===== src/logic/icw_pkg.sv =====
`default_nettype none
package icw_pkg;
   // Port addresses of the two command ports.
   localparam logic [15:0] ICW_PORT_EVEN = 16'h00c0;
   localparam logic [15:0] ICW_PORT_ODD  = 16'h00c2;
   // Initialization word 1 field positions.
   localparam int ICW_W1_SNGL_BIT = 1;
   localparam int ICW_W1_LTIM_BIT = 3;
   localparam int ICW_W1_MARK_BIT = 4;
   // Mode word field positions.
   localparam int ICW_W4_AUTO_BIT = 1;
   localparam int ICW_W4_MS_BIT   = 2;
   localparam int ICW_W4_BUF_BIT  = 3;
   localparam int ICW_W4_SFN_BIT  = 4;
   // Operation word decode positions.
   localparam int ICW_OP_SEL_BIT  = 3;
   // Reset values.
   localparam logic [7:0] ICW_MASK_RST = 8'hff;
   localparam logic [2:0] ICW_LOW_RST  = 3'h7;
   // Rotate/end commands in bits 7..5 of the rotate word.
   localparam logic [2:0] ICW_CMD_ROT_CLR  = 3'h0;
   localparam logic [2:0] ICW_CMD_EOI      = 3'h1;
   localparam logic [2:0] ICW_CMD_END_OF_SERVICE_SPECIFIC     = 3'h3;
   localparam logic [2:0] ICW_CMD_ROT_SET  = 3'h4;
   localparam logic [2:0] ICW_CMD_ROT_EOI  = 3'h5;
   localparam logic [2:0] ICW_CMD_SETPRI   = 3'h6;
   localparam logic [2:0] ICW_CMD_ROT_END_OF_SERVICE_SPECIFIC = 3'h7;
   // Host setup words.
   localparam logic [7:0] ICW_NBV_W1 = 8'h13;
   localparam logic [7:0] ICW_NBV_W2 = 8'h08;
   localparam logic [7:0] ICW_NBV_W4 = 8'h1d;
   localparam logic [7:0] ICW_BV_W1  = 8'h11;
   localparam logic [7:0] ICW_BV_W3M = 8'h01;
   localparam logic [7:0] ICW_BV_W3S = 8'h00;
   localparam logic [7:0] ICW_BV_W4S = 8'h19;
   localparam logic [7:0] ICW_SMM_ON  = 8'h68;
   localparam logic [7:0] ICW_SMM_OFF = 8'h48;
   localparam logic [7:0] ICW_RD_IRR  = 8'h0a;
   localparam logic [7:0] ICW_RD_ISR  = 8'h0b;
   // Host command codes on its register port.
   typedef enum logic [1:0] {ICW_SETUP_NBV, ICW_SETUP_MASTER,
      ICW_SETUP_SLAVE} icw_setup_t;
   // Host register offsets.
   localparam logic [3:0] ICW_H_CTRL   = 4'h0;
   localparam logic [3:0] ICW_H_STATUS = 4'h1;
   localparam logic [3:0] ICW_H_RAW    = 4'h2;
   localparam logic [3:0] ICW_H_RDATA  = 4'h3;
endpackage
`default_nettype wire


===== src/logic/icw_if.sv =====
`timescale 1ns/1ps
`default_nettype none
interface icw_if;
   logic [15:0] addr;
   logic [7:0]  wdata;
   logic        wr;
   logic        rd;
   logic [7:0]  rdata;
   logic [7:0]  ir;
   logic        int_req;
   logic [2:0]  cas_code;
   logic        cas_valid;
   logic        int_acknowledge;
   logic [7:0]  vector;
   logic        vector_valid;
   modport dev (input addr, wdata, wr, rd, ir, cas_code, cas_valid,
      int_acknowledge, output rdata, int_req, vector, vector_valid);
   modport host (output addr, wdata, wr, rd, ir, cas_code, cas_valid,
      int_acknowledge, input rdata, int_req, vector, vector_valid);
endinterface
`default_nettype wire


===== src/logic/icw_prio.sv =====
`timescale 1ns/1ps
`default_nettype none
// Picks the highest priority set bit of a vector, given the lowest level.
module icw_prio #(
   parameter int N = 8
) (
   input  wire logic [N-1:0]         req,
   input  wire logic [$clog2(N)-1:0] lowest,
   output logic                      hit,
   output logic [$clog2(N)-1:0]      level
);
   localparam int W = $clog2(N);
   initial begin
      if (N != (1 << W) || N < 2) $error("N must be a power of two");
   end
   // Scan upward from the lowest level; the last hit, the highest, stays.
   always_comb begin
      logic [W-1:0] idx;
      idx   = '0;
      hit   = 1'b0;
      level = '0;
      for (int k = N - 1; k >= 0; k--) begin
         idx = W'(lowest + W'(k) + W'(1));
         if (req[idx]) begin
            hit   = 1'b1;
            level = idx;
         end
      end
   end
endmodule
`default_nettype wire


===== src/logic/icw_dev.sv =====
// The register offsets and the plain strobed port were left to the implementer.
`timescale 1ns/1ps
`default_nettype none
module icw_dev
   import icw_pkg::*;
#(
   parameter logic [15:0] BASE = icw_pkg::ICW_PORT_EVEN
) (
   input  wire logic clk,
   input  wire logic nrst,
   icw_if.dev        bus,
   output logic      ready,
   output logic      special_nested,
   output logic      buffered,
   output logic      master_sel
);
   import icw_pkg::*;
   typedef enum {ICW_S_WAIT1, ICW_S_WAIT2, ICW_S_WAIT3, ICW_S_WAIT4,
      ICW_S_RUN} icw_state_t;
   icw_state_t state_reg;
   logic [7:0] w1_reg, vec_reg, cas_reg;
   logic [7:0] pending_request_reg, in_service_reg, mask_reg, ir_d_reg;
   logic       auto_end_reg, rot_auto_reg, smm_reg, rd_isr_reg;
   logic [2:0] low_reg;
   logic [7:0] rdata_reg, vector_reg;
   logic       vvalid_reg;
   logic [2:0] level_field;
   logic       wr_even, wr_odd, is_init1, hit;
   logic [2:0] hi_level, svc_level;
   logic       svc_hit;
   logic [7:0] eligible;

   assign wr_even     = bus.wr && bus.addr == BASE;
   assign wr_odd      = bus.wr && bus.addr == BASE + 16'h0002;
   assign is_init1    = wr_even && bus.wdata[ICW_W1_MARK_BIT];
   assign level_field = bus.wdata[2:0];

   // Initialization sequence; a new first word always restarts it.
   always_ff @(posedge clk) begin
      if (!nrst) begin
         state_reg <= ICW_S_WAIT1;
         w1_reg    <= 8'h00;
         vec_reg   <= 8'h00;
         cas_reg   <= 8'h00;
      end else if (is_init1) begin
         state_reg <= ICW_S_WAIT2;
         w1_reg    <= bus.wdata;
      end else if (wr_odd) begin
         unique case (state_reg)
            ICW_S_WAIT2: begin
               vec_reg   <= {bus.wdata[7:3], 3'h0};
               // Single mode skips the cascade word.
               state_reg <= w1_reg[ICW_W1_SNGL_BIT] ? ICW_S_WAIT4
                                                    : ICW_S_WAIT3;
            end
            ICW_S_WAIT3: begin
               cas_reg   <= bus.wdata;
               state_reg <= ICW_S_WAIT4;
            end
            ICW_S_WAIT4: state_reg <= ICW_S_RUN;
            default: ;
         endcase
      end
   end

   // Mode word fields; nested mode holds until reprogrammed.
   always_ff @(posedge clk) begin
      if (!nrst) begin
         auto_end_reg   <= 1'b0;
         special_nested <= 1'b0;
         buffered       <= 1'b0;
         master_sel     <= 1'b0;
      end else if (wr_odd && state_reg == ICW_S_WAIT4) begin
         auto_end_reg   <= bus.wdata[ICW_W4_AUTO_BIT];
         buffered       <= bus.wdata[ICW_W4_BUF_BIT];
         master_sel     <= bus.wdata[ICW_W4_MS_BIT];
         special_nested <= bus.wdata[ICW_W4_SFN_BIT];
      end
   end

   assign ready = state_reg == ICW_S_RUN;

   // Mask, read select, special mask and rotation; only when running.
   always_ff @(posedge clk) begin
      if (!nrst) begin
         mask_reg     <= ICW_MASK_RST;
         rd_isr_reg   <= 1'b0;
         smm_reg      <= 1'b0;
         rot_auto_reg <= 1'b0;
         low_reg      <= ICW_LOW_RST;
      end else if (is_init1) begin
         // A restart drops back to fixed priority, level 0 highest.
         rot_auto_reg <= 1'b0;
         low_reg      <= ICW_LOW_RST;
         smm_reg      <= 1'b0;
         rd_isr_reg   <= 1'b0;
      end else if (ready) begin
         if (wr_odd)
            mask_reg <= bus.wdata;
         if (wr_even && bus.wdata[ICW_OP_SEL_BIT]) begin
            if (bus.wdata[1])
               rd_isr_reg <= bus.wdata[0];
            if (bus.wdata[6])
               smm_reg <= bus.wdata[5];
         end
         if (wr_even && !bus.wdata[ICW_OP_SEL_BIT]) begin
            unique case (bus.wdata[7:5])
               ICW_CMD_ROT_SET:  rot_auto_reg <= 1'b1;
               ICW_CMD_ROT_CLR:  rot_auto_reg <= 1'b0;
               ICW_CMD_ROT_EOI: begin
                  // Rotate on end also leaves automatic rotation on.
                  rot_auto_reg <= 1'b1;
                  if (svc_hit) low_reg <= svc_level;
               end
               ICW_CMD_EOI:      if (rot_auto_reg && svc_hit)
                                    low_reg <= svc_level;
               ICW_CMD_ROT_END_OF_SERVICE_SPECIFIC: low_reg <= level_field;
               ICW_CMD_SETPRI:   low_reg <= level_field;
               default: ;
            endcase
         end
      end
   end

   // Highest priority level in service, the target of a generic end.
   icw_prio #(.N(8)) u_svc (
      .req    (in_service_reg),
      .lowest (low_reg),
      .hit    (svc_hit),
      .level  (svc_level)
   );

   // Requests outside masks and above any level in service; under special mask, those not in service.
   always_comb begin
      eligible = pending_request_reg & ~mask_reg;
      if (!smm_reg && svc_hit)
         for (int k = 0; k < 8; k++)
            // Levels at or below the serviced one wait, unless special
            // nested lets the same level of a slave through again.
            if (3'(3'(k) - low_reg - 3'h1) >=
                3'(svc_level - low_reg - 3'h1) &&
                !(special_nested && 3'(k) == svc_level))
               eligible[k] = 1'b0;
      if (smm_reg)
         eligible = eligible & ~in_service_reg;
   end

   icw_prio #(.N(8)) u_req (
      .req    (eligible),
      .lowest (low_reg),
      .hit    (hit),
      .level  (hi_level)
   );

   // Request latch; edge or level by the first word's trigger bit.
   always_ff @(posedge clk) begin
      if (!nrst) begin
         ir_d_reg            <= 8'h00;
         pending_request_reg <= 8'h00;
      end else begin
         ir_d_reg <= bus.ir;
         if (!ready)
            pending_request_reg <= 8'h00;
         else if (w1_reg[ICW_W1_LTIM_BIT])
            pending_request_reg <= (pending_request_reg | (bus.ir & ~ir_d_reg))
               & ~((bus.int_acknowledge && hit) ? 8'(1) << hi_level : 8'h00);
         else
            pending_request_reg <= bus.ir;
      end
   end

   // In-service bits: set on acknowledge unless automatic end is on, cleared by end commands.
   always_ff @(posedge clk) begin
      if (!nrst || is_init1) begin
         in_service_reg <= 8'h00;
      end else if (ready) begin
         if (wr_even && !bus.wdata[ICW_OP_SEL_BIT]) begin
            unique case (bus.wdata[7:5])
               ICW_CMD_EOI, ICW_CMD_ROT_EOI:
                  if (svc_hit) in_service_reg[svc_level] <= 1'b0;
               ICW_CMD_END_OF_SERVICE_SPECIFIC, ICW_CMD_ROT_END_OF_SERVICE_SPECIFIC:
                  in_service_reg[level_field] <= 1'b0;
               default: ;
            endcase
         end
         // Last, so that a new acknowledge wins over an end word that
         // aims at the same level in the same cycle.
         if (bus.int_acknowledge && hit && !auto_end_reg)
            in_service_reg[hi_level] <= 1'b1;
      end
   end

   assign bus.int_req = ready && hit;

   // Vector answer: single mode always answers; a master answers itself unless the level is cascaded;
   // a slave answers only when the master's code matches its identity.
   always_ff @(posedge clk) begin
      if (!nrst) begin
         vector_reg <= 8'h00;
         vvalid_reg <= 1'b0;
      end else begin
         vvalid_reg <= 1'b0;
         if (bus.int_acknowledge && hit && ready) begin
            if (w1_reg[ICW_W1_SNGL_BIT] || (master_sel && !cas_reg[hi_level])
                || (!master_sel && bus.cas_valid
                    && bus.cas_code == cas_reg[2:0])) begin
               vector_reg <= vec_reg | {5'h00, hi_level};
               vvalid_reg <= 1'b1;
            end
         end
      end
   end
   assign bus.vector       = vector_reg;
   assign bus.vector_valid = vvalid_reg;

   // Status read: even port gives the selected register, odd the mask.
   always_ff @(posedge clk) begin
      if (!nrst)
         rdata_reg <= 8'h00;
      else if (bus.rd && bus.addr == BASE)
         rdata_reg <= rd_isr_reg ? in_service_reg : pending_request_reg;
      else if (bus.rd && bus.addr == BASE + 16'h0002)
         rdata_reg <= mask_reg;
      else
         rdata_reg <= 8'h00;
   end
   assign bus.rdata = rdata_reg;
endmodule
`default_nettype wire


===== src/flat_wrapper.sv =====
// flat-port wrapper written by rule: the top's interface ports become plain ports
module icw_dev_flat import icw_pkg::*;
#(
   parameter logic [15:0] BASE = icw_pkg::ICW_PORT_EVEN
)
  (clk, nrst, ready, special_nested, buffered, master_sel, bus_addr, bus_wdata, bus_wr, bus_rd, bus_ir, bus_cas_code, bus_cas_valid, bus_int_acknowledge, bus_rdata, bus_int_req, bus_vector, bus_vector_valid);
  icw_if bus_i ();
  input  wire logic clk;
  input  wire logic nrst;
  output logic ready;
  output logic special_nested;
  output logic buffered;
  output logic master_sel;
  input wire logic [$bits(bus_i.addr)-1:0] bus_addr;
  input wire logic [$bits(bus_i.wdata)-1:0] bus_wdata;
  input wire logic [$bits(bus_i.wr)-1:0] bus_wr;
  input wire logic [$bits(bus_i.rd)-1:0] bus_rd;
  input wire logic [$bits(bus_i.ir)-1:0] bus_ir;
  input wire logic [$bits(bus_i.cas_code)-1:0] bus_cas_code;
  input wire logic [$bits(bus_i.cas_valid)-1:0] bus_cas_valid;
  input wire logic [$bits(bus_i.int_acknowledge)-1:0] bus_int_acknowledge;
  output wire logic [$bits(bus_i.rdata)-1:0] bus_rdata;
  output wire logic [$bits(bus_i.int_req)-1:0] bus_int_req;
  output wire logic [$bits(bus_i.vector)-1:0] bus_vector;
  output wire logic [$bits(bus_i.vector_valid)-1:0] bus_vector_valid;
  assign bus_i.addr = bus_addr;
  assign bus_i.wdata = bus_wdata;
  assign bus_i.wr = bus_wr;
  assign bus_i.rd = bus_rd;
  assign bus_i.ir = bus_ir;
  assign bus_i.cas_code = bus_cas_code;
  assign bus_i.cas_valid = bus_cas_valid;
  assign bus_i.int_acknowledge = bus_int_acknowledge;
  assign bus_rdata = bus_i.rdata;
  assign bus_int_req = bus_i.int_req;
  assign bus_vector = bus_i.vector;
  assign bus_vector_valid = bus_i.vector_valid;
  icw_dev #(.BASE(BASE)) u_core (.clk(clk), .nrst(nrst), .bus(bus_i), .ready(ready), .special_nested(special_nested), .buffered(buffered), .master_sel(master_sel));
endmodule

===== config.mk =====
export PLATFORM = sky130hd
export DESIGN_NAME = icw_dev_flat
export DESIGN_NICKNAME = d
export VERILOG_FILES = /design/src/logic/icw_pkg.sv /design/src/logic/icw_if.sv /design/src/logic/icw_prio.sv /design/src/logic/icw_dev.sv /design/src/flat_wrapper.sv
export SDC_FILE = /design/constraint.sdc
export NUM_CORES = 1
export LEC_CHECK = 0
export BUFFER_PORTS_ARGS = -buffer_cell sky130_fd_sc_hd__buf_2
export CORE_MARGIN = 4
export CORE_UTILIZATION = 50
export CTS_BUF_LIST = sky130_fd_sc_hd__clkbuf_2 sky130_fd_sc_hd__clkbuf_4 sky130_fd_sc_hd__clkbuf_8
export DETAILED_ROUTE_END_ITERATION = 16
export PLACE_DENSITY = 0.72
export SYNTH_ARGS = -nofsm -noshare
export SYNTH_HDL_FRONTEND = slang
export SYNTH_SLANG_ARGS = --single-unit

===== constraint.sdc =====
create_clock -name clk -period 8.53 [get_ports clk]
set_clock_uncertainty 0.15 [all_clocks]
set_input_delay 1.706 -clock clk [delete_from_list [all_inputs] [get_ports clk]]
set_output_delay 1.706 -clock clk [all_outputs]
set_load 0.01 [all_outputs]

==> qor.yml <==
worst_setup_path:
  r2r_start: "u_core.low_reg[0]"
  crit_path_start_kind: "flop"
  reg2reg_slack_ns: 0.87
  cp_data_required_time_ns: 6.67
  crit_path_max_fanout: 8
  critPathKind: "flop to output pin"
  crit_start: "u_core.low_reg[0]"
  crit_arrival_ns: 6.47
  critPathCaptureType: "output pin"
power:
  p_int_uw: 507
  p_comb_share_pct: 5.4
  p_total_uw: 650
  ir_worst_vdd_mv: 0.112
  swShare_pct: 22.1
  power_density_nw_per_um2: 88.3
  clockPowerShare_pct: 39.0
  p_seq_share_pct: 55.6
  cellLeakagePower_nw: 2.92
  switchingPower_uw: 143
layout:
  most-common-layout-cells: "nand2_1 (78), dfxtp_1 (75), nor2_1 (70)"
  final_common_cell: "nand2_1"
  multi_input_area_sq_um: 4650
  fin_nets: 905
  finalInstanceArea_sq_um: 7360
  diodes: 0
  regArea_sq_um: 1550
  syn2layout_area_growth_pct: 15.0
  nFillCells: 1157
  drive_gt1_share_pct: 23.9
timing:
  fmax_ghz: 0.120
  worst_pin_slew_ns: 1.07
  final_hold_viol_count: 0
  period_share_pct: 97.7
  min_period_ns: 8.33
  slew_headroom_pct: 27.9
  report.final.setup_viol: 0
  slew_violations: 0
floorplan:
  die-area_sq_um: 14700
  initial_core_util_pct: 51.0
  die_height_um: 121
  die_width_um: 121
  io_pins: 63
  rows: 41
  coreArea_sq_um: 12600
clocking:
  clock_path_buffers: 2
  path_clk_slew_ns: 0.07
  root_buffer: "clkbuf_8"
  cts_sinks: 77
  cts-buffers-inserted: 9
  worstSkewPairLatency_ns: 0.35
  cts_tree: "built"
  htree_levels: 3
synthesis:
  syn_area_sq_um: 6400
  syn_nets: 839
  syn_inst: 786
  syn_avg_cell_area_sq_um: 8.15
  synth_cell_types: 92
  yosysWarnings: 0
  synth_edf_count: 0
  synth_top_flop_cell: "dfxtp_1"
  async_reset_ff_share_pct: 0
  synth.ff_latch_count: 77
  ys_seq_area_share_pct: 24.1
global_route:
  grt_pass1_vias: 6407
  grt_overflow: 0
  grt_usage_pct: 28.6
  grt_pass1_wl_mm: 33.5
  antenna_found_initial: 0
  grt_max_degree: 30
flow_run:
  maxCapViolCount: 0
route:
  ant_nets: 0
  dr.pass1.iters: 6
  met1_length_mm: 8.30
  routed_wl_mm: 21.1
  wl_per_cell_um: 20.6
  route.met2.wl_mm: 10.1
  first_iter_violations: 502
  top_layer: "met4"
  dr_wl_met3_mm: 1.77
  drc: 0
  viasPerCell: 6.51
  vias: 6678
place:
  gp_congestion: 1.01
  dpl.hpwl_mm: 15.7
  placed_area_sq_um: 6930
  io_buffer_count: 62
worst_hold_path:
  hold_path.class: "flop to flop"
  hp-start: "u_core.vec_reg[7]"
status:
  status: "completed"
-- timing repair --
item,in CTS,in global routing
endpoints found under the setup margin,1,1
gates resized for setup,4,17
cloned,0,0
pin swaps,5,13
setup buffers,8,12
hold endpoints to repair,0,0
hold buffers,0,0
-- kinds of logic (layout without fill, tap and decap cells) --
kind of cell             Yosys count  after routing  share of synthesized area, %
AO/OA/AOI/OAI                    242            242                          27.5
XOR/XNOR                           7              7                          1.84
adder cells (fa/ha/maj)           12             12                          2.46
buffers and inverters             82            150                          5.63
flip-flops                        77             77                          24.1
multiplexers                      81             81                          16.4
AND/OR/NAND/NOR                  285            285                          22.2
-- synth_stat cells, drive strengths merged (8+ instances only) --
master	count	area share [%]
a21oi	66	5.3
nor4	9	0.88
nor2b	10	0.98
inv	30	1.8
buf	10	1.4
nand2b	12	1.2
o211ai	16	1.9
nand3	24	1.9
ha	11	2.1
clkbuf	40	2.3
a311oi	9	1.4
nor2	72	4.2
nand2	79	4.7
mux2	17	3.0
a211oi	14	1.7
nor3	16	1.3
mux4	16	5.6
dfxtp	77	24
o21a	8	0.94
o21ai	38	3.0
a21o	8	0.94
mux2i	48	7.7
and2	17	1.7
-- worst paths after layout --
path,end,depth (start not counted)
max reg2reg,u_core.bus.vector[0],29
min,u_core.bus.vector[7],2
min reg2reg,u_core.bus.vector[7],2
max,bus_int_req,25
-- layout make-up --
class / count / area share (%)
timing repair buffer: 105 / 8.92
clock buffer: 10 / 1.78
inverter: 32 / 1.73
sequential: 77 / 21.0
clock inverter: 3 / 0.544
tap: 172 / 2.92
multi-input combinational: 627 / 63.1
-- through the flow --
stage,instances,TNS [ns],util [%],setup slack (ns),hold slack [ns]
finish,1026,0,58.6,0.199,0.323
global route,1026,-0.0522,58.6,-0.0522,0.347
CTS,1014,0,57.3,0.00162,0.325
detailed placement,993,0,55.2,0.0410,0.313
global placement,993,0,55.2,0.256,0.297
floorplan,786,0,-,0.0153,0.293
-- worst max-delay path, stage by stage, from the launching register on --
cell	delay (ns)
dfxtp_4	0.37
clkinv_4	0.06
ha_4	0.27
buf_6	0.15
buf_4	0.13
mux2i_1	0.12
mux4_2	0.55
mux2i_1	0.16
o211ai_1	0.22
o2111ai_2	0.16
fa_2	0.39
or3_4	0.36
mux2_4	0.30
a21oi_4	0.16
nor2_2	0.08
buf_4	0.16
ha_1	0.28
a311oi_2	0.10
a31o_2	0.29
buf_4	0.14
mux2i_2	0.25
mux4_2	0.36
or4b_4	0.49
nor4_4	0.34
nor2_1	0.08
buf_2	0.14
-- power by group through the flow --
stage / clock network (mW) / registers [mW] / logic [mW]
2_1_floorplan: 0 / 0.370 / 0.0180
3_3_place_gp: 0 / 0.370 / 0.0337
3_5_place_dp: 0 / 0.370 / 0.0345
4_1_cts: 0.261 / 0.362 / 0.0346
5_1_grt: 0.275 / 0.361 / 0.0389
6_report: 0.254 / 0.361 / 0.0352
-- metal layers --
metal,track usage [%],vias up
met5,0,-
met4,12.5,0
met3,5.27,77
met2,47.9,353
met1,35.9,3163
li1,-,3085
Note: power is estimated with default switching activity, not from simulation.
